===== config.mk =====
export PLATFORM = sky130hd
export DESIGN_NAME = rtis_top
export DESIGN_NICKNAME = d
export VERILOG_FILES = /design/src/verilog/rtis_pkg.sv /design/src/verilog/rtis_top.sv
export SDC_FILE = /design/constraint.sdc
export NUM_CORES = 1
export LEC_CHECK = 0
export BUFFER_PORTS_ARGS = -buffer_cell sky130_fd_sc_hd__buf_2
export CAP_MARGIN = 20
export CELL_PAD_IN_SITES_DETAIL_PLACEMENT = 0
export CELL_PAD_IN_SITES_GLOBAL_PLACEMENT = 1
export CORE_AREA = 10 10 230 232
export DETAILED_ROUTE_END_ITERATION = 8
export DIE_AREA = 0 0 240 242
export GPL_TIMING_DRIVEN = 0
export PLACE_DENSITY = 0.87
export SETUP_SLACK_MARGIN = 0.1
export SYNTH_ARGS = -nofsm -noshare
export SYNTH_HDL_FRONTEND = slang
export SYNTH_SLANG_ARGS = --single-unit

===== constraint.sdc =====
create_clock -name SYS_CLK -period 3.3 [get_ports SYS_CLK]
set_clock_uncertainty 0.05 [all_clocks]
set_input_delay 0.66 -clock SYS_CLK [delete_from_list [all_inputs] [get_ports SYS_CLK]]
set_output_delay 0.66 -clock SYS_CLK [all_outputs]
set_load 0.02 [all_outputs]

===== src/verilog/rtis_pkg.sv =====
package rtis_pkg;
	// ==========================================================
	// Timing figures in their own units.
	localparam int CLK_HZ = 100_000_000;
	localparam int BAUD_RUN = 76800;
	localparam int BAUD_TEST_HI = 38400;
	localparam int BAUD_TEST_LO = 19200;
	localparam int REV_BEARINGS = 4096;
	localparam int CHARGE_DELAY_US = 100;
	localparam int TRIG_WIDTH_NS = 1000;
	localparam int TIMING_PULSE_NS = 2500;
	localparam int TICK_MS = 1;
	localparam int SPARK_INHIBIT_MS = 1000;
	localparam int WARMUP_S = 180;
	localparam int ROT_TIMEOUT_MS = 100;
	localparam int ACT_TIMEOUT_MS = 10;
	localparam int PRF_SHORT_HZ = 1800;
	localparam int PRF_MEDIUM_HZ = 1800;
	localparam int PRF_LONG_HZ = 785;
	// Derived cycle counts of at most 4095 cycles.
	localparam int TRIG_WIDTH_CYC = (TRIG_WIDTH_NS * (CLK_HZ / 1_000_000) + 999) / 1000;
	localparam int TIMING_PULSE_CYC = (TIMING_PULSE_NS * (CLK_HZ / 1_000_000) + 999) / 1000;

	// ==========================================================
	// Register map, byte addresses.
	localparam logic [7:0] REG_CONTROL = 8'h00;
	localparam logic [7:0] REG_DROPOUT_THRESH = 8'h04;
	localparam logic [7:0] REG_STATUS = 8'h08;
	localparam logic [7:0] REG_MEASURE = 8'h0C;
	localparam logic [7:0] REG_RX_ERRORS = 8'h10;
	localparam logic [31:0] CONTROL_RST = 32'h0000_0000;
	localparam logic [7:0] DROPOUT_THRESH_RST = 8'h80;
	localparam int CTRL_TEST_BIT = 0;
	localparam int CTRL_BAUD_LSB = 1;

	// ==========================================================
	// Incoming command byte and outgoing status byte layout.
	localparam int CMD_TX_BIT = 0;
	localparam int CMD_PLEN_LSB = 1;
	localparam int STAT_HDG_BIT = 7;
	localparam int STAT_SEL_LSB = 5;

	typedef enum logic [1:0] {
		RTIS_ST_STANDBY = 2'b00,
		RTIS_ST_SPINUP = 2'b01,
		RTIS_ST_TRANSMIT = 2'b10,
		RTIS_ST_SPINDOWN = 2'b11
	} rtis_state_t;

	typedef enum logic [1:0] {
		RTIS_PLEN_SHORT = 2'b00,
		RTIS_PLEN_MEDIUM = 2'b01,
		RTIS_PLEN_LONG = 2'b10
	} rtis_plen_t;

	typedef struct packed {
		logic transmitting;
		logic spark_error;
		logic warmup_inhibit;
		logic rotating;
		logic antenna_enabled;
	} rtis_flags_t;
endpackage


===== src/verilog/rtis_top.sv =====
// Chosen here: the register offsets and register access over Avalon-MM.
`timescale 1ns/1ps
module rtis_top #(
	parameter int BAUD_RUN_CYC = rtis_pkg::CLK_HZ / rtis_pkg::BAUD_RUN,
	parameter int BAUD_HI_CYC = rtis_pkg::CLK_HZ / rtis_pkg::BAUD_TEST_HI,
	parameter int BAUD_LO_CYC = rtis_pkg::CLK_HZ / rtis_pkg::BAUD_TEST_LO,
	parameter int TICK_CYC = rtis_pkg::CLK_HZ / 1000 * rtis_pkg::TICK_MS,
	parameter int CHARGE_DELAY_CYC = rtis_pkg::CLK_HZ / 1_000_000 * rtis_pkg::CHARGE_DELAY_US,
	parameter int PRF_SHORT_CYC = rtis_pkg::CLK_HZ / rtis_pkg::PRF_SHORT_HZ,
	parameter int PRF_MEDIUM_CYC = rtis_pkg::CLK_HZ / rtis_pkg::PRF_MEDIUM_HZ,
	parameter int PRF_LONG_CYC = rtis_pkg::CLK_HZ / rtis_pkg::PRF_LONG_HZ,
	parameter int SPARK_INHIBIT_TICKS = rtis_pkg::SPARK_INHIBIT_MS / rtis_pkg::TICK_MS,
	parameter int WARMUP_TICKS = rtis_pkg::WARMUP_S * 1000 / rtis_pkg::TICK_MS,
	parameter int ROT_TIMEOUT_TICKS = rtis_pkg::ROT_TIMEOUT_MS / rtis_pkg::TICK_MS,
	parameter int ACT_TIMEOUT_TICKS = rtis_pkg::ACT_TIMEOUT_MS / rtis_pkg::TICK_MS
) (
	input wire logic SYS_CLK,
	input wire logic ARST_N,
	input wire logic [7:0] AVS_ADDRESS,
	input wire logic AVS_READ,
	input wire logic AVS_WRITE,
	input wire logic [31:0] AVS_WRITEDATA,
	input wire logic [3:0] AVS_BYTEENABLE,
	output logic [31:0] AVS_READDATA,
	output logic AVS_WAITREQUEST,
	input wire logic DISPLAY_TO_TRANSCEIVER_SERIAL,
	output logic TRANSCEIVER_TO_DISPLAY_SERIAL,
	input wire logic SUPPLY_TEST_STRAP,
	output logic SUPPLY_START_DRIVE,
	output logic ANTENNA_DRIVE_ENABLE_N,
	input wire logic BEARING_PULSE,
	input wire logic HEADING_MARKER,
	output logic MODULATOR_TRIGGER,
	output logic CHARGE_TRIGGER,
	output logic [1:0] PULSE_WIDTH_SELECT,
	input wire logic MAGNETRON_FIRED_SAMPLE,
	output logic TRANSMIT_TIMING_PULSE,
	input wire logic SPARK_GAP_DETECT,
	input wire logic [7:0] DROPOUT_TIMER_LEVEL,
	input wire logic [7:0] MODULATOR_SUPPLY_LEVEL,
	input wire logic [7:0] MAGNETRON_CURRENT_LEVEL
);
	// ==========================================================
	// Elaboration checks.
	if (BAUD_RUN_CYC < 4 || BAUD_HI_CYC < 4 || BAUD_LO_CYC < 4 || TICK_CYC < 1) begin : g_chk_a
		$error("Baud or tick period too short.");
	end
	if (PRF_SHORT_CYC <= CHARGE_DELAY_CYC || PRF_LONG_CYC <= CHARGE_DELAY_CYC ||
		PRF_MEDIUM_CYC <= CHARGE_DELAY_CYC) begin : g_chk_b
		$error("Repetition period must exceed the charge delay.");
	end

	// Bit period for the selected link rate; used by both serial directions.
	function automatic logic [31:0] baud_cycles(input logic [1:0] sel);
		case (sel)
			2'b01: baud_cycles = 32'(BAUD_HI_CYC);
			2'b10: baud_cycles = 32'(BAUD_LO_CYC);
			default: baud_cycles = 32'(BAUD_RUN_CYC);
		endcase
	endfunction

	// ==========================================================
	// Edge detection and millisecond tick.
	logic bearing_q, heading_q, sample_q, spark_q, serial_q;
	logic [31:0] tick_cnt;
	logic tick;
	wire bearing_rise = BEARING_PULSE && !bearing_q;
	wire heading_rise = HEADING_MARKER && !heading_q;
	wire sample_rise = MAGNETRON_FIRED_SAMPLE && !sample_q;
	wire spark_rise = SPARK_GAP_DETECT && !spark_q;
	wire serial_fall = !DISPLAY_TO_TRANSCEIVER_SERIAL && serial_q;
	wire serial_edge = DISPLAY_TO_TRANSCEIVER_SERIAL != serial_q;

	// Previous input levels for edge detectors.
	always_ff @(posedge SYS_CLK or negedge ARST_N) begin
		if (!ARST_N) begin
			bearing_q <= 1'b0;
			heading_q <= 1'b0;
			sample_q <= 1'b0;
			spark_q <= 1'b0;
			serial_q <= 1'b1;
		end else begin
			bearing_q <= BEARING_PULSE;
			heading_q <= HEADING_MARKER;
			sample_q <= MAGNETRON_FIRED_SAMPLE;
			spark_q <= SPARK_GAP_DETECT;
			serial_q <= DISPLAY_TO_TRANSCEIVER_SERIAL;
		end
	end

	// Divider giving a one-cycle enable each millisecond.
	always_ff @(posedge SYS_CLK or negedge ARST_N) begin
		if (!ARST_N) begin
			tick_cnt <= 32'h0000_0000;
			tick <= 1'b0;
		end else begin
			tick <= tick_cnt == 32'(TICK_CYC - 1);
			tick_cnt <= (tick_cnt == 32'(TICK_CYC - 1)) ? 32'h0000_0000 : tick_cnt + 32'h1;
		end
	end

	// ==========================================================
	// Register bus slave.
	logic [31:0] control;
	logic [7:0] dropout_thresh;
	logic [7:0] rx_errors;
	logic [7:0] supply_meas, current_meas;
	rtis_pkg::rtis_flags_t flags;
	logic xmit_flag, spark_flag, warm_flag, rot_flag, ant_flag;
	// Status flags are gathered here; each one is owned by a single process.
	assign flags = {xmit_flag, spark_flag, warm_flag, rot_flag, ant_flag};
	rtis_pkg::rtis_state_t state;
	wire [1:0] baud_sel = control[rtis_pkg::CTRL_BAUD_LSB +: 2];
	wire test_mode = control[rtis_pkg::CTRL_TEST_BIT];

	// One wait cycle per access; write lands at the edge where waitrequest is low.
	always_ff @(posedge SYS_CLK or negedge ARST_N) begin
		if (!ARST_N) begin
			AVS_WAITREQUEST <= 1'b1;
			AVS_READDATA <= 32'h0000_0000;
			control <= rtis_pkg::CONTROL_RST;
			dropout_thresh <= rtis_pkg::DROPOUT_THRESH_RST;
		end else begin
			AVS_WAITREQUEST <= !((AVS_READ || AVS_WRITE) && AVS_WAITREQUEST);
			if (AVS_READ && AVS_WAITREQUEST) begin
				case (AVS_ADDRESS)
					rtis_pkg::REG_CONTROL: AVS_READDATA <= {29'h0, control[2:0]};
					rtis_pkg::REG_DROPOUT_THRESH: AVS_READDATA <= {24'h0, dropout_thresh};
					rtis_pkg::REG_STATUS: AVS_READDATA <= {25'h0, state, flags};
					rtis_pkg::REG_MEASURE: AVS_READDATA <= {16'h0, current_meas, supply_meas};
					rtis_pkg::REG_RX_ERRORS: AVS_READDATA <= {24'h0, rx_errors};
					default: AVS_READDATA <= 32'h0000_0000;
				endcase
			end
			if (AVS_WRITE && !AVS_WAITREQUEST && AVS_BYTEENABLE[0]) begin
				case (AVS_ADDRESS)
					rtis_pkg::REG_CONTROL: control <= {29'h0, AVS_WRITEDATA[2:0]};
					rtis_pkg::REG_DROPOUT_THRESH: dropout_thresh <= AVS_WRITEDATA[7:0];
					default: ;
				endcase
			end
		end
	end

	// ==========================================================
	// Supply start from display line activity.
	logic [31:0] act_cnt;

	// Any line transition rearms the activity window.
	always_ff @(posedge SYS_CLK or negedge ARST_N) begin
		if (!ARST_N) begin
			act_cnt <= 32'h0000_0000;
			SUPPLY_START_DRIVE <= 1'b0;
		end else begin
			if (serial_edge) begin
				act_cnt <= 32'(ACT_TIMEOUT_TICKS);
			end else if (tick && act_cnt != 32'h0) begin
				act_cnt <= act_cnt - 32'h1;
			end
			SUPPLY_START_DRIVE <= act_cnt != 32'h0 || serial_edge || SUPPLY_TEST_STRAP;
		end
	end

	// ==========================================================
	// Receiver for display commands, 8 data, even parity, 1 stop.
	logic rx_busy;
	logic [3:0] rx_bit;
	logic [31:0] rx_cnt;
	logic [8:0] rx_shift;
	logic transmit_cmd;
	rtis_pkg::rtis_plen_t plen;

	// Samples each bit at its centre; a good byte updates the command.
	always_ff @(posedge SYS_CLK or negedge ARST_N) begin
		if (!ARST_N) begin
			rx_busy <= 1'b0;
			rx_bit <= 4'h0;
			rx_cnt <= 32'h0000_0000;
			rx_shift <= 9'h000;
			transmit_cmd <= 1'b0;
			plen <= rtis_pkg::RTIS_PLEN_SHORT;
			rx_errors <= 8'h00;
		end else begin
			if (!rx_busy) begin
				if (serial_fall) begin
					rx_busy <= 1'b1;
					rx_bit <= 4'h0;
					rx_cnt <= baud_cycles(baud_sel) >> 1;
				end
			end else if (rx_cnt != 32'h0) begin
				rx_cnt <= rx_cnt - 32'h1;
			end else begin
				rx_cnt <= baud_cycles(baud_sel) - 32'h1;
				rx_bit <= rx_bit + 4'h1;
				if (rx_bit == 4'h0 && DISPLAY_TO_TRANSCEIVER_SERIAL) begin
					rx_busy <= 1'b0;
				end else if (rx_bit >= 4'h1 && rx_bit <= 4'h9) begin
					rx_shift <= {DISPLAY_TO_TRANSCEIVER_SERIAL, rx_shift[8:1]};
				end else if (rx_bit == 4'hA) begin
					rx_busy <= 1'b0;
					if (DISPLAY_TO_TRANSCEIVER_SERIAL && !(^rx_shift)) begin
						transmit_cmd <= rx_shift[rtis_pkg::CMD_TX_BIT];
						if (rx_shift[rtis_pkg::CMD_PLEN_LSB +: 2] != 2'b11) begin
							plen <= rtis_pkg::rtis_plen_t'(rx_shift[rtis_pkg::CMD_PLEN_LSB +: 2]);
						end
					end else if (rx_errors != 8'hFF) begin
						rx_errors <= rx_errors + 8'h1;
					end
				end
			end
			if (spark_rise) begin
				transmit_cmd <= 1'b0;
			end
		end
	end

	// ==========================================================
	// Interlocks: warm-up, spark gap, rotation.
	logic sampled;
	logic [31:0] warm_cnt, spark_cnt, rot_cnt;

	// Dropout level is caught once on the first edge after reset release.
	always_ff @(posedge SYS_CLK or negedge ARST_N) begin
		if (!ARST_N) begin
			sampled <= 1'b0;
			warm_cnt <= 32'h0000_0000;
			spark_cnt <= 32'h0000_0000;
			rot_cnt <= 32'h0000_0000;
			warm_flag <= 1'b0;
			rot_flag <= 1'b0;
		end else begin
			sampled <= 1'b1;
			if (!sampled) begin
				warm_cnt <= (DROPOUT_TIMER_LEVEL < dropout_thresh) ? 32'(WARMUP_TICKS) : 32'h0;
			end else if (tick && warm_cnt != 32'h0) begin
				warm_cnt <= warm_cnt - 32'h1;
			end
			warm_flag <= !sampled || warm_cnt != 32'h0;
			if (spark_rise) begin
				spark_cnt <= 32'(SPARK_INHIBIT_TICKS);
			end else if (tick && spark_cnt != 32'h0) begin
				spark_cnt <= spark_cnt - 32'h1;
			end
			if (bearing_rise) begin
				rot_cnt <= 32'(ROT_TIMEOUT_TICKS);
			end else if (tick && rot_cnt != 32'h0) begin
				rot_cnt <= rot_cnt - 32'h1;
			end
			rot_flag <= bearing_rise || rot_cnt != 32'h0;
		end
	end

	wire transmit_ok = state == rtis_pkg::RTIS_ST_TRANSMIT && spark_cnt == 32'h0 &&
		!flags.warmup_inhibit && (flags.rotating || test_mode);

	// ==========================================================
	// Transmit and standby sequencer.
	logic [12:0] rev_bearings;
	logic [1:0] rev_markers;
	rtis_pkg::rtis_state_t next_state;
	wire rev_done = (bearing_rise && rev_bearings == 13'(rtis_pkg::REV_BEARINGS - 1)) ||
		(heading_rise && rev_markers == 2'd1);

	// Next state of the sequencer.
	always_comb begin
		next_state = state;
		case (state)
			rtis_pkg::RTIS_ST_STANDBY: begin
				if (transmit_cmd && spark_cnt == 32'h0 && !flags.warmup_inhibit) begin
					next_state = rtis_pkg::RTIS_ST_SPINUP;
				end
			end
			rtis_pkg::RTIS_ST_SPINUP: begin
				if (!transmit_cmd || spark_rise) begin
					next_state = rtis_pkg::RTIS_ST_SPINDOWN;
				end else if (rev_done) begin
					next_state = rtis_pkg::RTIS_ST_TRANSMIT;
				end
			end
			rtis_pkg::RTIS_ST_TRANSMIT: begin
				if (!transmit_cmd || spark_rise) begin
					next_state = rtis_pkg::RTIS_ST_SPINDOWN;
				end
			end
			rtis_pkg::RTIS_ST_SPINDOWN: begin
				if (rev_done) begin
					next_state = rtis_pkg::RTIS_ST_STANDBY;
				end
			end
			default: next_state = rtis_pkg::RTIS_ST_STANDBY;
		endcase
	end

	// State register and revolution counting restarted on each state change.
	always_ff @(posedge SYS_CLK or negedge ARST_N) begin
		if (!ARST_N) begin
			state <= rtis_pkg::RTIS_ST_STANDBY;
			rev_bearings <= 13'h0000;
			rev_markers <= 2'd0;
			ANTENNA_DRIVE_ENABLE_N <= 1'b1;
			ant_flag <= 1'b0;
			PULSE_WIDTH_SELECT <= 2'b00;
		end else begin
			state <= next_state;
			if (next_state != state) begin
				rev_bearings <= 13'h0000;
				rev_markers <= 2'd0;
			end else begin
				if (bearing_rise) begin
					rev_bearings <= rev_bearings + 13'h1;
				end
				if (heading_rise && rev_markers != 2'd2) begin
					rev_markers <= rev_markers + 2'd1;
				end
			end
			ANTENNA_DRIVE_ENABLE_N <= next_state == rtis_pkg::RTIS_ST_STANDBY;
			ant_flag <= next_state != rtis_pkg::RTIS_ST_STANDBY;
			PULSE_WIDTH_SELECT <= plen;
		end
	end

	// ==========================================================
	// Repetition rate, modulator and charge triggers, display timing pulse.
	logic [31:0] prf_cnt, chg_dly;
	logic chg_pending;
	logic [11:0] mod_w, chg_w, tim_w;
	logic fire_armed;
	wire fire = prf_cnt == 32'h0;

	// Free-running repetition timer; charge follows each firing slot.
	always_ff @(posedge SYS_CLK or negedge ARST_N) begin
		if (!ARST_N) begin
			prf_cnt <= 32'h0000_0000;
			chg_dly <= 32'h0000_0000;
			chg_pending <= 1'b0;
			mod_w <= 12'h000;
			chg_w <= 12'h000;
			MODULATOR_TRIGGER <= 1'b0;
			CHARGE_TRIGGER <= 1'b0;
		end else begin
			if (fire) begin
				case (plen)
					rtis_pkg::RTIS_PLEN_MEDIUM: prf_cnt <= 32'(PRF_MEDIUM_CYC - 1);
					rtis_pkg::RTIS_PLEN_LONG: prf_cnt <= 32'(PRF_LONG_CYC - 1);
					default: prf_cnt <= 32'(PRF_SHORT_CYC - 1);
				endcase
				chg_pending <= 1'b1;
				chg_dly <= 32'(CHARGE_DELAY_CYC - 1);
				if (transmit_ok) begin
					mod_w <= 12'(rtis_pkg::TRIG_WIDTH_CYC);
				end
			end else begin
				prf_cnt <= prf_cnt - 32'h1;
				if (chg_pending && chg_dly != 32'h0) begin
					chg_dly <= chg_dly - 32'h1;
				end else if (chg_pending) begin
					chg_pending <= 1'b0;
					chg_w <= 12'(rtis_pkg::TRIG_WIDTH_CYC);
				end
				if (mod_w != 12'h0) begin
					mod_w <= mod_w - 12'h1;
				end
			end
			if (chg_w != 12'h0 && !(chg_pending && chg_dly == 32'h0 && !fire)) begin
				chg_w <= chg_w - 12'h1;
			end
			MODULATOR_TRIGGER <= mod_w != 12'h0;
			CHARGE_TRIGGER <= chg_w != 12'h0;
		end
	end

	// Timing pulse starts on the fired sample when transmitting, else on the firing slot.
	always_ff @(posedge SYS_CLK or negedge ARST_N) begin
		if (!ARST_N) begin
			tim_w <= 12'h000;
			fire_armed <= 1'b0;
			TRANSMIT_TIMING_PULSE <= 1'b0;
		end else begin
			if (fire) begin
				fire_armed <= transmit_ok;
			end
			if (fire && !transmit_ok) begin
				tim_w <= 12'(rtis_pkg::TIMING_PULSE_CYC);
			end else if (sample_rise && fire_armed) begin
				tim_w <= 12'(rtis_pkg::TIMING_PULSE_CYC);
			end else if (tim_w != 12'h0) begin
				tim_w <= tim_w - 12'h1;
			end
			TRANSMIT_TIMING_PULSE <= tim_w != 12'h0;
		end
	end

	// Measurements; magnetron current is only taken while transmitting.
	always_ff @(posedge SYS_CLK or negedge ARST_N) begin
		if (!ARST_N) begin
			supply_meas <= 8'h00;
			current_meas <= 8'h00;
			xmit_flag <= 1'b0;
		end else begin
			supply_meas <= MODULATOR_SUPPLY_LEVEL;
			if (transmit_ok) begin
				current_meas <= MAGNETRON_CURRENT_LEVEL;
			end
			xmit_flag <= transmit_ok;
		end
	end

	// ==========================================================
	// Status byte transmitter, one byte per bearing pulse.
	logic heading_bit;
	logic [1:0] sel;
	logic tx_pending, tx_busy;
	logic [3:0] tx_bit;
	logic [31:0] tx_cnt;
	logic [10:0] tx_shift;
	logic [7:0] status_byte;

	// Status byte content chosen by a rotating selector.
	always_comb begin
		status_byte = 8'h00;
		status_byte[rtis_pkg::STAT_HDG_BIT] = heading_bit;
		status_byte[rtis_pkg::STAT_SEL_LSB +: 2] = sel;
		case (sel)
			2'b01: status_byte[4:0] = supply_meas[7:3];
			2'b11: status_byte[4:0] = current_meas[7:3];
			default: status_byte[4:0] = flags;
		endcase
	end

	// Heading toggle, error queue and the serial shifter.
	always_ff @(posedge SYS_CLK or negedge ARST_N) begin
		if (!ARST_N) begin
			heading_bit <= 1'b0;
			sel <= 2'b00;
			tx_pending <= 1'b0;
			tx_busy <= 1'b0;
			tx_bit <= 4'h0;
			tx_cnt <= 32'h0000_0000;
			tx_shift <= 11'h7FF;
			spark_flag <= 1'b0;
			TRANSCEIVER_TO_DISPLAY_SERIAL <= 1'b1;
		end else begin
			if (heading_rise) begin
				heading_bit <= !heading_bit;
			end
			if (bearing_rise) begin
				tx_pending <= 1'b1;
			end
			if (!tx_busy && tx_pending && !bearing_rise) begin
				tx_pending <= 1'b0;
				tx_busy <= 1'b1;
				tx_bit <= 4'h0;
				tx_cnt <= baud_cycles(baud_sel) - 32'h1;
				tx_shift <= {1'b1, ^status_byte, status_byte, 1'b0};
				sel <= sel + 2'b01;
			end else if (tx_busy) begin
				if (tx_cnt != 32'h0) begin
					tx_cnt <= tx_cnt - 32'h1;
				end else begin
					tx_cnt <= baud_cycles(baud_sel) - 32'h1;
					tx_shift <= {1'b1, tx_shift[10:1]};
					tx_bit <= tx_bit + 4'h1;
					tx_busy <= tx_bit != 4'hA;
				end
			end
			if (spark_rise) begin
				spark_flag <= 1'b1;
			end else if (!tx_busy && tx_pending && !bearing_rise && sel[0] == 1'b0) begin
				spark_flag <= 1'b0;
			end
			TRANSCEIVER_TO_DISPLAY_SERIAL <= tx_busy ? tx_shift[0] : 1'b1;
		end
	end
endmodule


## After elaboration in Yosys (flattened, before gate mapping)

Cells that the tools add are included.

| word-level totals | value |
|---|---|
| logic and storage cells | 300 |
| bits in latches | 0 |
| bits in read-only memories | 0 |
| input port bits | 78 |
| memories | 0 |
| bits in registers | 468 |
| output and inout port bits | 41 |
| bits in writable memories | 0 |

| cells by class | value |
|---|---|
| multipliers | 0 |
| shift-type cells | 0 |
| magnitude comparators | 3 |
| divide/modulo/power cells | 0 |
| equality and inequality tests | 32 |
| multiplexer cells | 81 |
| add/subtract/negate cells | 21 |
| reduce and logical (&&, ||, !) cells | 104 |
| bitwise logic cells | 5 |

Operators with widths:

| kind | count |
|---|---|
| 32-bit two-way mux | 24 |
| 32-bit by 1-bit subtractor with 32-bit output (second input constant) | 11 |
| 32-bit nonzero test | 7 |
| 12-bit two-way mux | 10 |
| 32-bit zero test | 3 |
| 16-bit one-hot mux with 5 select lines | 1 |
| 12-bit nonzero test | 3 |
| 12-bit by 1-bit subtractor with 12-bit output (second input constant) | 3 |
| 1-bit logical AND | 33 |
| 11-bit two-way mux | 3 |
| 32-bit by 1-bit adder with 32-bit output (second input constant) | 1 |
| 32-bit by 17-bit equality test with 1-bit output (second input constant) | 1 |
| 2-bit nonzero test | 16 |
| 13-bit two-way mux | 2 |
| 13-bit one-hot mux with 2 select lines | 1 |
| 4-bit two-way mux | 6 |
| 1-bit two-way mux | 23 |
| 18-bit two-way mux | 1 |
| 2-bit inequality test (second input constant) | 9 |
| 1-bit zero test | 17 |
| 17-bit two-way mux | 1 |
| 8-bit by 4-bit equality test with 1-bit output (second input constant) | 2 |
| 2-bit two-way mux | 7 |
| 7-bit AND reduction | 2 |
| other kinds (32) | 59 |

## Longest topological paths before layout

Gate-level depths: netlist of run 1.

| logic depth | value |
|---|---|
| word-level depth | 10 |
| depth in mapped cells | 10 |
| gate-level depth less buffers | 9 |

## Worst setup path before layout of run 1

OpenSTA, ideal clock, no wires.

| timing path | value |
|---|---|
| kind | input to register |
| start | input port AVS_ADDRESS[0] |
| end | register dropout_thresh[0] |
| required time | 3.125 ns |
| path slack | 0.494 ns |
| stages on the path | 6 |
| arrival time | 2.632 ns |
| path through | or4_1 -> nor2_1 -> nor4b_2 -> nand2b_1 -> clkbuf_1 -> mux2_2 |

| on the way | value |
|---|---|
| word-level cells in the longest chain between the ends | 2 |

Ends and longest elaborated chain:

| what | line | source |
|---|---|---|
| from (decl) | rtis_top.sv:19 | `input wire logic [7:0] AVS_ADDRESS,` |
| 8-bit by 3-bit equality test with 1-bit output | rtis_top.sv:136 | `case (AVS_ADDRESS)` |
| 2-bit AND reduction (no line) | - |  |
| to (signal assigned) | rtis_top.sv:122 | `dropout_thresh <= rtis_pkg::DROPOUT_THRESH_RST;` |
| to (signal assigned) | rtis_top.sv:138 | `rtis_pkg::REG_DROPOUT_THRESH: dropout_thresh <= AVS_WRITEDATA[7:0];` |
| to (decl) | rtis_top.sv:105 | `logic [7:0] dropout_thresh;` |

Every way passes these cells.
A chain may end at the register's enable or synchronous reset.

## Worst setup path in the final report of run 1

| timing path | value |
|---|---|
| start | register prf_cnt[12] |
| end | register prf_cnt[1] |

| on the way | value |
|---|---|
| word-level cells in the longest chain between the ends | 2 |

Ends and longest elaborated chain:

| what | line | source |
|---|---|---|
| from (decl) | rtis_top.sv:324 | `logic [31:0] prf_cnt, chg_dly;` |
| from (signal assigned) | rtis_top.sv:343 | `rtis_pkg::RTIS_PLEN_MEDIUM: prf_cnt <= 32'(PRF_MEDIUM_CYC - 1);` |
| from (signal assigned) | rtis_top.sv:344 | `rtis_pkg::RTIS_PLEN_LONG: prf_cnt <= 32'(PRF_LONG_CYC - 1);` |
| from (signal assigned) | rtis_top.sv:345 | `default: prf_cnt <= 32'(PRF_SHORT_CYC - 1);` |
| 32-bit zero test | rtis_top.sv:328 | `wire fire = prf_cnt == 32'h0;` |
| 32-bit two-way mux | rtis_top.sv:341 | `if (fire) begin` |

Every way passes these cells.

==> results of run 1 <==
[area by class of cell]
class                      instances  area (um^2)
timing repair buffer              87          533
clock inverter                    21          269
sequential                       451        11300
clock buffer                      74         1440
multi-input combinational       1802        11400
tap                              622          778
inverter                          71          267
fill                            4287        21900
buffer                           105          490
[per-layer routing]
layer / vias to the layer above / wire, um
met4: 4 / 1490
met1: 8965 / 24700
met3: 94 / 2840
li1: 8863 / -
met2: 358 / 25900
met5: - / 26
[worst paths after layout]
kind | startpoint | to | slack [ns] | depth (start not counted)
max | prf_cnt[12] | prf_cnt[1] | 0.26 | 8
min in group SYS_CLK | MODULATOR_SUPPLY_LEVEL[7] | supply_meas[7] | 0.12 | 1
min | ARST_N | rx_cnt[18] | 0.03 | 1
max in group asynchronous | ARST_N | rev_bearings[6] | 1.67 | 3
max reg2reg | prf_cnt[12] | prf_cnt[1] | 0.26 | 8
min reg2reg | plen[0] | PULSE_WIDTH_SELECT[0] | 0.34 | 0
[synthesized netlist by cell type (all sizes together) (9+ instances only)]
cell type / number / share of area (%)
clkbuf: 71 / 1.1
nor2b: 22 / 0.59
o22ai: 10 / 0.27
nor2: 241 / 3.9
a22o: 14 / 0.53
nand2: 212 / 3.4
mux2i: 29 / 1.2
a31oi: 11 / 0.30
a21o: 9 / 0.29
ha: 43 / 2.3
o21a: 12 / 0.39
nand4: 26 / 0.70
dfrtp: 436 / 47
or4: 46 / 1.6
xor2: 109 / 4.1
o21ai: 118 / 2.5
nor3: 108 / 2.3
a21boi: 9 / 0.29
xnor2: 120 / 4.5
nand3b: 15 / 0.48
and3: 13 / 0.35
or2: 19 / 0.51
nand3: 96 / 2.1
or3: 71 / 1.9
o31ai: 19 / 0.61
buf: 35 / 0.96
nor4: 92 / 2.8
inv: 71 / 1.1
nand2b: 26 / 0.70
o41ai: 9 / 0.37
nor4b: 12 / 0.54
dfstp: 15 / 1.7
mux2: 23 / 1.1
and2: 40 / 1.1
a21oi: 109 / 2.3
[cell families after synthesis]
| logic type | synth area share [%] |
|---|---|
| simple gates | 24.3 |
| flops | 48.5 |
| compound gates | 10.4 |
| xor+xnor | 8.80 |
| buf+inv | 3.24 |
| mux | 2.36 |
| fa+ha+maj | 2.31 |
| other cells | 0.0322 |
[power by group through the flow]
stage,clock network (mW),registers [mW],logic [mW]
floorplan,0,6.26,1.14
global placement,0,6.34,1.52
detailed placement,0,6.35,1.58
CTS,5.98,6.27,1.59
global route,6.21,6.34,1.81
finish,5.82,6.28,1.60
[stage by stage]
step / area [um^2] / setup slack (ns) / hold slack (ns)
after detailed placement: 24600 / -0.256 / 0.327
after global placement: 24500 / -7.51 / 0.331
after global routing: 26500 / 0.0568 / 0.103
after CTS: 26400 / 0.114 / 0.0596
final: 26500 / 0.259 / 0.0266
after floorplan: 23300 / 0.494 / 0.311
[worst max-delay path, stage by stage (launching register included)]
cell       delay [ns]
dfrtp_1          0.43
or4_4            0.57
or4_4            0.54
buf_6            0.15
nand4bb_1        0.18
clkbuf_1         0.28
clkbuf_2         0.31
clkbuf_1         0.31
nand2_1          0.14
[flip-flops by register name (all words and copies together), names as in the netlist, 16 cells and up]
signal / count
rx_cnt: 32
tx_cnt: 32
chg_dly: 32
spark_cnt: 32
AVS_READDATA: 16
act_cnt: 32
rot_cnt: 32
tick_cnt: 32
prf_cnt: 32
warm_cnt: 32
[timing repair]
item | in CTS | in global routing
endpoints found under the setup margin | 47 | 111
buffers inserted | 0 | 8
resized for setup | 8 | 17
pin swaps | 0 | 1
==> flow_summary.json, run 1 <==
{
  "status": "complete, no violations",
  "min_period_ns": 3.04,
  "layout_commonest_cell": "dfrtp_1",
  "crit_required_ns": 3.77,
  "grt_util_met1_pct": 25.0,
  "cts_tree": "done",
  "use_met2_pct": 30.7,
  "utilization_pct": 54.7,
  "area_growth_pct": 13.8,
  "finalSetupViolCount": 0,
  "yosys_register_bits": 451,
  "io_buffers": 73,
  "grt_use_total_pct": 19.0,
  "power_mw": 13.7,
  "vias_per_cell": 5.66,
  "cts_buffers": 51,
  "synth_cells": 2415,
  "pin_count": 119,
  "critical_path_class": "register to register",
  "grt_pass1_wl_um": 92500,
  "synth.distinct_cells": 88,
  "path_max_fanout": 10,
  "overflow": 0,
  "synth_flop_cell": "dfrtp_1",
  "synth_edf_count": 0,
  "rsz0062_at_grt": "true",
  "nNetsFinal": 2690,
  "initialDrtViolationCount": 1284,
  "dp_hpwl_um": 38500,
  "drc": 0,
  "clock-sinks": 451,
  "grt_pass1_vias": 18200,
  "tightest_slew_ns": 1.08,
  "power_switching_mw": 3.66,
  "maxCapViolations": 0,
  "setup_tns_ns": 0,
  "syn-cell-area_um2": 23300,
  "end_kind": "register",
  "grt_busiest_layer": "met2",
  "postCtsHoldBufs": 0,
  "clk_latency_ns": 0.60,
  "p_per_area_nw_per_um2": 517,
  "synth_seq_area_share_pct": 48.5,
  "hold_class": "input pin to asynchronous set/reset pin",
  "cts_root_buf": "clkbuf_16",
  "die_w_um": 240,
  "fp-row-count": 81,
  "ys_warn_count": 0,
  "grt_max_degree": 125,
  "core_region_area_um2": 48400,
  "clkTransAtPathRegs_ns": 0.06,
  "min_period_over_period_pct": 92.2,
  "sw_frac_of_total_pct": 26.7,
  "die_y_um": 242,
  "wl_um": 54900,
  "gp_congestion": 0.891,
  "start_util_pct": 48.1,
  "final_cell_mix": "dfrtp_1 (436), nor2_1 (239), nand2_1 (212)",
  "diodes": 0,
  "final-max-slew-violation-count": 0,
  "slew_headroom_pct": 26.2,
  "p_clk_share_pct": 42.5,
  "dp.cells": 3130,
  "worstPathArrival_ns": 3.51,
  "synth.avg_cell_area_um2": 9.65,
  "dr.pass1.iters": 5,
  "htreeDepth": 2,
  "cp-start-kind": "register",
  "ys_async_sr_fraction_pct": 100,
  "vdd_drop_max_v": 0.000380,
  "wire_per_inst_um": 17.0,
  "seqPwrFrac_pct": 45.8,
  "finalHoldViolations": 0,
  "die-area_um2": 58100,
  "met3_usage_pct": 3.65,
  "final_cells": 3233,
  "cts_buffer_depth": 3,
  "antenna_left": 0,
  "drive_above_1_share_pct": 12.0,
  "antenna_found_initial": 4,
  "combinationalPowerShare_pct": 11.7,
  "max_freq_mhz": 329,
  "power.leakage_nw": 12.1,
  "power.internal_mw": 10.0,
  "vias": 18300
}
(Power assumes the default switching activity.)
==> inputs of run 2 (changes only) <==
--- a/config.mk
+++ b/config.mk
@@ -6,14 +6,14 @@
 export NUM_CORES = 1
 export LEC_CHECK = 0
 export BUFFER_PORTS_ARGS = -buffer_cell sky130_fd_sc_hd__buf_2
-export CAP_MARGIN = 20
+export CAP_MARGIN = 25
 export CELL_PAD_IN_SITES_DETAIL_PLACEMENT = 0
 export CELL_PAD_IN_SITES_GLOBAL_PLACEMENT = 1
-export CORE_AREA = 10 10 230 232
+export CORE_AREA = 10 10 223 225
 export DETAILED_ROUTE_END_ITERATION = 8
-export DIE_AREA = 0 0 240 242
+export DIE_AREA = 0 0 233 235
 export GPL_TIMING_DRIVEN = 0
-export PLACE_DENSITY = 0.87
+export PLACE_DENSITY = 0.92
 export SETUP_SLACK_MARGIN = 0.1
 export SYNTH_ARGS = -nofsm -noshare
 export SYNTH_HDL_FRONTEND = slang
==> constraint.sdc (replaced) <==
create_clock -name SYS_CLK -period 3.5 [get_ports SYS_CLK]
set_clock_uncertainty 0.05 [all_clocks]
set_input_delay 0.7 -clock SYS_CLK [delete_from_list [all_inputs] [get_ports SYS_CLK]]
set_output_delay 0.7 -clock SYS_CLK [all_outputs]
set_load 0.02 [all_outputs]
==> flow_summary.json, run 2 (synthesis gave the netlist of run 1 again) <==
{
  "maxCapViolations": 0,
  "power.leakage_nw": 12.1,
  "core_region_area_um2": 45100,
  "end_kind": "register",
  "pin_count": 119,
  "path_cells": "or4_1 -> nor4_1 -> a41oi_1 -> a221oi_1 -> a21oi_1 -> nor3_1",
  "initialDrtViolationCount": 1458,
  "critical_path_class": "register to register",
  "grt_use_total_pct": 19.9,
  "final_cell_mix": "dfrtp_1 (436), nor2_1 (240), nand2_1 (212)",
  "final-max-slew-violation-count": 0,
  "grt_pass1_wl_um": 91500,
  "cts_buffers": 50,
  "tightest_slew_ns": 1.10,
  "drc": 0,
  "min_period_over_period_pct": 92.3,
  "gp_congestion": 0.883,
  "htreeDepth": 2,
  "hold_class": "input pin to asynchronous set/reset pin",
  "antenna_found_initial": 3,
  "critPathMaxStageDelay_ns": 0.61,
  "antenna_left": 0,
  "slew_headroom_pct": 25.9,
  "worstPathArrival_ns": 3.67,
  "die-area_um2": 54800,
  "clkTransAtPathRegs_ns": 0.06,
  "rsz0062_at_grt": "false",
  "area_growth_pct": 14.0,
  "overflow": 0,
  "rrSetupSlack_ns": 0.27,
  "io_buffers": 73,
  "cp_slowest_cell": "a41oi_1",
  "dp_hpwl_um": 38400,
  "cp-start-kind": "register",
  "power_mw": 13.6,
  "cts_root_buf": "clkbuf_16",
  "vias_per_cell": 5.79,
  "clock-sinks": 451,
  "die_w_um": 233,
  "clk_latency_ns": 0.59,
  "diodes": 0,
  "max_freq_mhz": 309,
  "finalHoldViolations": 0,
  "start_util_pct": 51.7,
  "die_y_um": 235,
  "finalSetupViolCount": 0,
  "fp-row-count": 78,
  "dr.pass1.iters": 7,
  "crit_required_ns": 3.94,
  "nNetsFinal": 2682,
  "path_max_fanout": 9,
  "wire_per_inst_um": 17.3,
  "min_period_ns": 3.23,
  "grt_max_degree": 121,
  "vdd_drop_max_v": 0.000361,
  "placed_area_um2": 24600,
  "p_per_area_nw_per_um2": 511,
  "setup_tns_ns": 0,
  "layout_commonest_cell": "dfrtp_1",
  "status": "complete, no violations",
  "grt_pass1_vias": 18300,
  "final_area_um2": 26600,
  "utilization_pct": 58.9,
  "drive_above_1_share_pct": 11.6,
  "cts_buffer_depth": 3,
  "vias": 18500,
  "wl_um": 55300,
  "cts_tree": "done"
}
-- run 2: changes by cell type in the layout (fill, tap and decap cells not counted), moves of 2 or more --
cell	delta
clkinvlp_4	+4
clkbuf_8	+2
clkbuf_2	-2
clkbuf_1	-10
clkinv_4	+2
nor4_2	-2
clkinv_2	-5
nor4_1	+3
bufinv_16	+8
buf_4	-8
inv_6	-2
-- run 2: stage by stage --
stage	worst slack [ns]	std cells	hold WS, ns
floorplan	0.654	2430	0.311
global placement	-7.34	3103	0.328
detailed placement	-0.0863	3108	0.342
CTS	0.164	3201	0.132
global route	0.114	3202	0.148
finish	0.268	3202	0.0996
-- run 2: final cells by class --
class / count / area [um^2]
clock inverters: 28 / 514
fillers: 3883 / 18500
inverters: 71 / 267
clock buffers: 65 / 1430
multi-input cells: 1802 / 11300
flip-flops and latches: 451 / 11300
repair buffers: 80 / 478
well taps: 600 / 751
plain buffers: 105 / 488
-- run 2: worst max-delay path, delay by kind of cell, from the launching register on --
kind,cells,cell delay [ns]
flops,1,0.45
simple gates,3,1.39
compound gates,3,1.26
-- run 2: path summary, 6_finish.rpt --
path / start / endpoint / depth (start not counted)
max in group asynchronous: ARST_N / tim_w[5] / 3
setup / recovery: rx_cnt[18] / rx_cnt[9] / 6
hold / removal: ARST_N / rx_cnt[21] / 1
setup reg to reg: rx_cnt[18] / rx_cnt[9] / 6
hold reg to reg: plen[1] / PULSE_WIDTH_SELECT[1] / 0
min in group SYS_CLK: MODULATOR_SUPPLY_LEVEL[7] / supply_meas[7] / 1
-- run 2: per-layer routing --
metal / up-vias / part of all wire, % / GRT usage, %
met5: - / 0 / 0
met4: 0 / 2.4 / 6.49
met3: 85 / 4.9 / 3.27
met2: 437 / 48 / 32.2
met1: 9158 / 45 / 26.5
li1: 8856 / - / -
-- run 2: power breakdown --
group          leakage [nW]  switching, mW  internal (mW)  total [mW]
sequential             5.83          0.371           5.55        5.92
combinational          5.30          0.917          0.606        1.52
clock                 0.940           2.21           3.91        6.12
total                  12.1           3.50           10.1        13.6
-- run 2: timing repair --
item,in CTS,in global routing
hold buffers,0,0
resized for setup,0,10
setup buffers,0,0
endpoints found under the setup margin,0,56
==> inputs of run 3 (changes only) <==
--- a/config.mk
+++ b/config.mk
@@ -7,11 +7,9 @@
 export LEC_CHECK = 0
 export BUFFER_PORTS_ARGS = -buffer_cell sky130_fd_sc_hd__buf_2
 export CAP_MARGIN = 25
-export CELL_PAD_IN_SITES_DETAIL_PLACEMENT = 0
-export CELL_PAD_IN_SITES_GLOBAL_PLACEMENT = 1
-export CORE_AREA = 10 10 223 225
+export CORE_AREA = 2 2 190 192
 export DETAILED_ROUTE_END_ITERATION = 8
-export DIE_AREA = 0 0 233 235
+export DIE_AREA = 0 0 192 194
 export GPL_TIMING_DRIVEN = 0
 export PLACE_DENSITY = 0.92
 export SETUP_SLACK_MARGIN = 0.1
==> flow_summary.json, run 3 (synthesis gave the netlist of run 1 again) <==
{
  "die_y_um": 194,
  "placed_area_um2": 24400,
  "min_period_over_period_pct": 94.4,
  "reg2reg_to": "current_meas[3]",
  "final_area_um2": 26000,
  "final_cell_mix": "dfrtp_1 (436), nor2_1 (240), nand2_1 (212)",
  "cp_slowest_cell": "or4_1",
  "tightest_slew_ns": 1.06,
  "maxCapViolations": 0,
  "final-max-slew-violation-count": 0,
  "path_cells": "or4_1 -> or2_2 -> nor4_1 -> buf_2 -> clkbuf_1 -> nand2_1 -> nand2_1",
  "critical_path_class": "register to register",
  "dp_hpwl_um": 38000,
  "cts.repair.resized": 0,
  "min_period_ns": 3.30,
  "clock-sinks": 451,
  "clk_latency_ns": 0.57,
  "dp_slack_ns": -0.00191,
  "vias_per_cell": 6.37,
  "finalHoldViolations": 0,
  "grt_pass1_vias": 19700,
  "worstPathArrival_ns": 3.75,
  "power_mw": 12.4,
  "layout_commonest_cell": "dfrtp_1",
  "start_util_pct": 66.1,
  "area_growth_pct": 11.5,
  "dr.pass1.iters": 8,
  "drc": 0,
  "drive_above_1_share_pct": 10.7,
  "core_region_area_um2": 35200,
  "gp_congestion": 0.915,
  "cts_buffer_depth": 3,
  "r2r_cells": 7,
  "rsz0062_at_grt": "false",
  "finalSetupViolCount": 0,
  "r2r-start": "spark_cnt[24]",
  "wl_um": 57000,
  "hold_class": "input pin to asynchronous set/reset pin",
  "postCtsHoldBufs": 0,
  "max_freq_mhz": 303,
  "fp-row-count": 69,
  "postCtsSetupRepairBufs": 0,
  "die_w_um": 192,
  "grt_max_degree": 126,
  "grt_pass1_wl_um": 95000,
  "clkTransAtPathRegs_ns": 0.07,
  "crit_required_ns": 3.95,
  "cp-start-kind": "register",
  "rrSetupSlack_ns": 0.20,
  "wire_per_inst_um": 18.7,
  "utilization_pct": 73.7,
  "vdd_drop_max_v": 0.000594,
  "critPathMaxStageDelay_ns": 0.63,
  "initialDrtViolationCount": 1902,
  "io_buffers": 73,
  "status": "complete, no violations",
  "antenna_left": 0,
  "cts_tree": "done",
  "setup_tns_ns": 0,
  "cts_buffers": 47,
  "htreeDepth": 2,
  "pin_count": 119,
  "antenna_found_initial": 3,
  "overflow": 0,
  "grt_use_total_pct": 31.0,
  "cts_root_buf": "clkbuf_16",
  "critPathMostFrequentCell": "nand2_1",
  "vias": 19500,
  "die-area_um2": 37200,
  "slew_headroom_pct": 27.2,
  "power.leakage_nw": 11.9,
  "end_kind": "register",
  "p_per_area_nw_per_um2": 479,
  "path_max_fanout": 10,
  "nNetsFinal": 2678,
  "fin_ws_ns": 0.196
}
-- run 3: changes by cell type in the layout (fill, tap and decap cells not counted), sizes merged --
cell and delta:
clkinvlp -4, bufinv -11, buf -2, clkinv -1
diode +2, clkbuf +10
-- run 3: worst max-delay path, delay by kind of cell (launching register included) --
kind,cells,cell delay [ns]
simple gates,5,1.92
buf+inv,2,0.85
flops,1,0.41
-- run 3: metal layers --
metal / vias to the layer above / wire length, um / share of wire [%] / track usage (%)
li1: 8829 / - / - / -
met1: 9565 / 22700 / 40 / 39.7
met2: 858 / 28400 / 50 / 52.1
met3: 204 / 3690 / 6.5 / 5.07
met4: 2 / 2250 / 3.9 / 13.6
met5: - / 13 / 0.023 / 0
-- run 3: per-stage QoR --
stage / hold slack, ns / instances
after CTS: 0.0924 / 3054
after floorplan: 0.311 / 2430
after detailed placement: 0.358 / 2968
after global routing: 0.115 / 3056
after global placement: 0.334 / 2964
final: 0.0680 / 3057
-- run 3: where the power goes --
part	total (mW)	switching (mW)	internal [mW]
logic	1.57	0.964	0.607
registers	5.93	0.374	5.55
clock network	4.95	2.05	2.91
total	12.4	3.38	9.07
-- run 3: worst max-delay path by stage --
stage | to | slack (ns) | from | depth (start not counted)
after floorplan | dropout_thresh[0] | 0.65 | AVS_ADDRESS[0] | 6
after global placement | spark_cnt[13] | -6.98 | ARST_N | 1
after detailed placement | dropout_thresh[4] | -0.002 | AVS_ADDRESS[0] | 7
after CTS | rx_cnt[25] | 0.22 | rx_cnt[2] | 7
after global routing | rx_cnt[31] | 0.12 | rx_cnt[18] | 8
final | current_meas[3] | 0.20 | spark_cnt[24] | 7
-- run 3: layout make-up --
class / count / area (um^2)
tap: 461 / 577
buffer: 105 / 487
clock buffer: 74 / 1370
clock inverter: 12 / 153
antenna: 2 / 5.00
fill: 2286 / 9260
sequential: 451 / 11300
timing repair buffer: 79 / 473
multi-input combinational: 1802 / 11300
inverter: 71 / 267
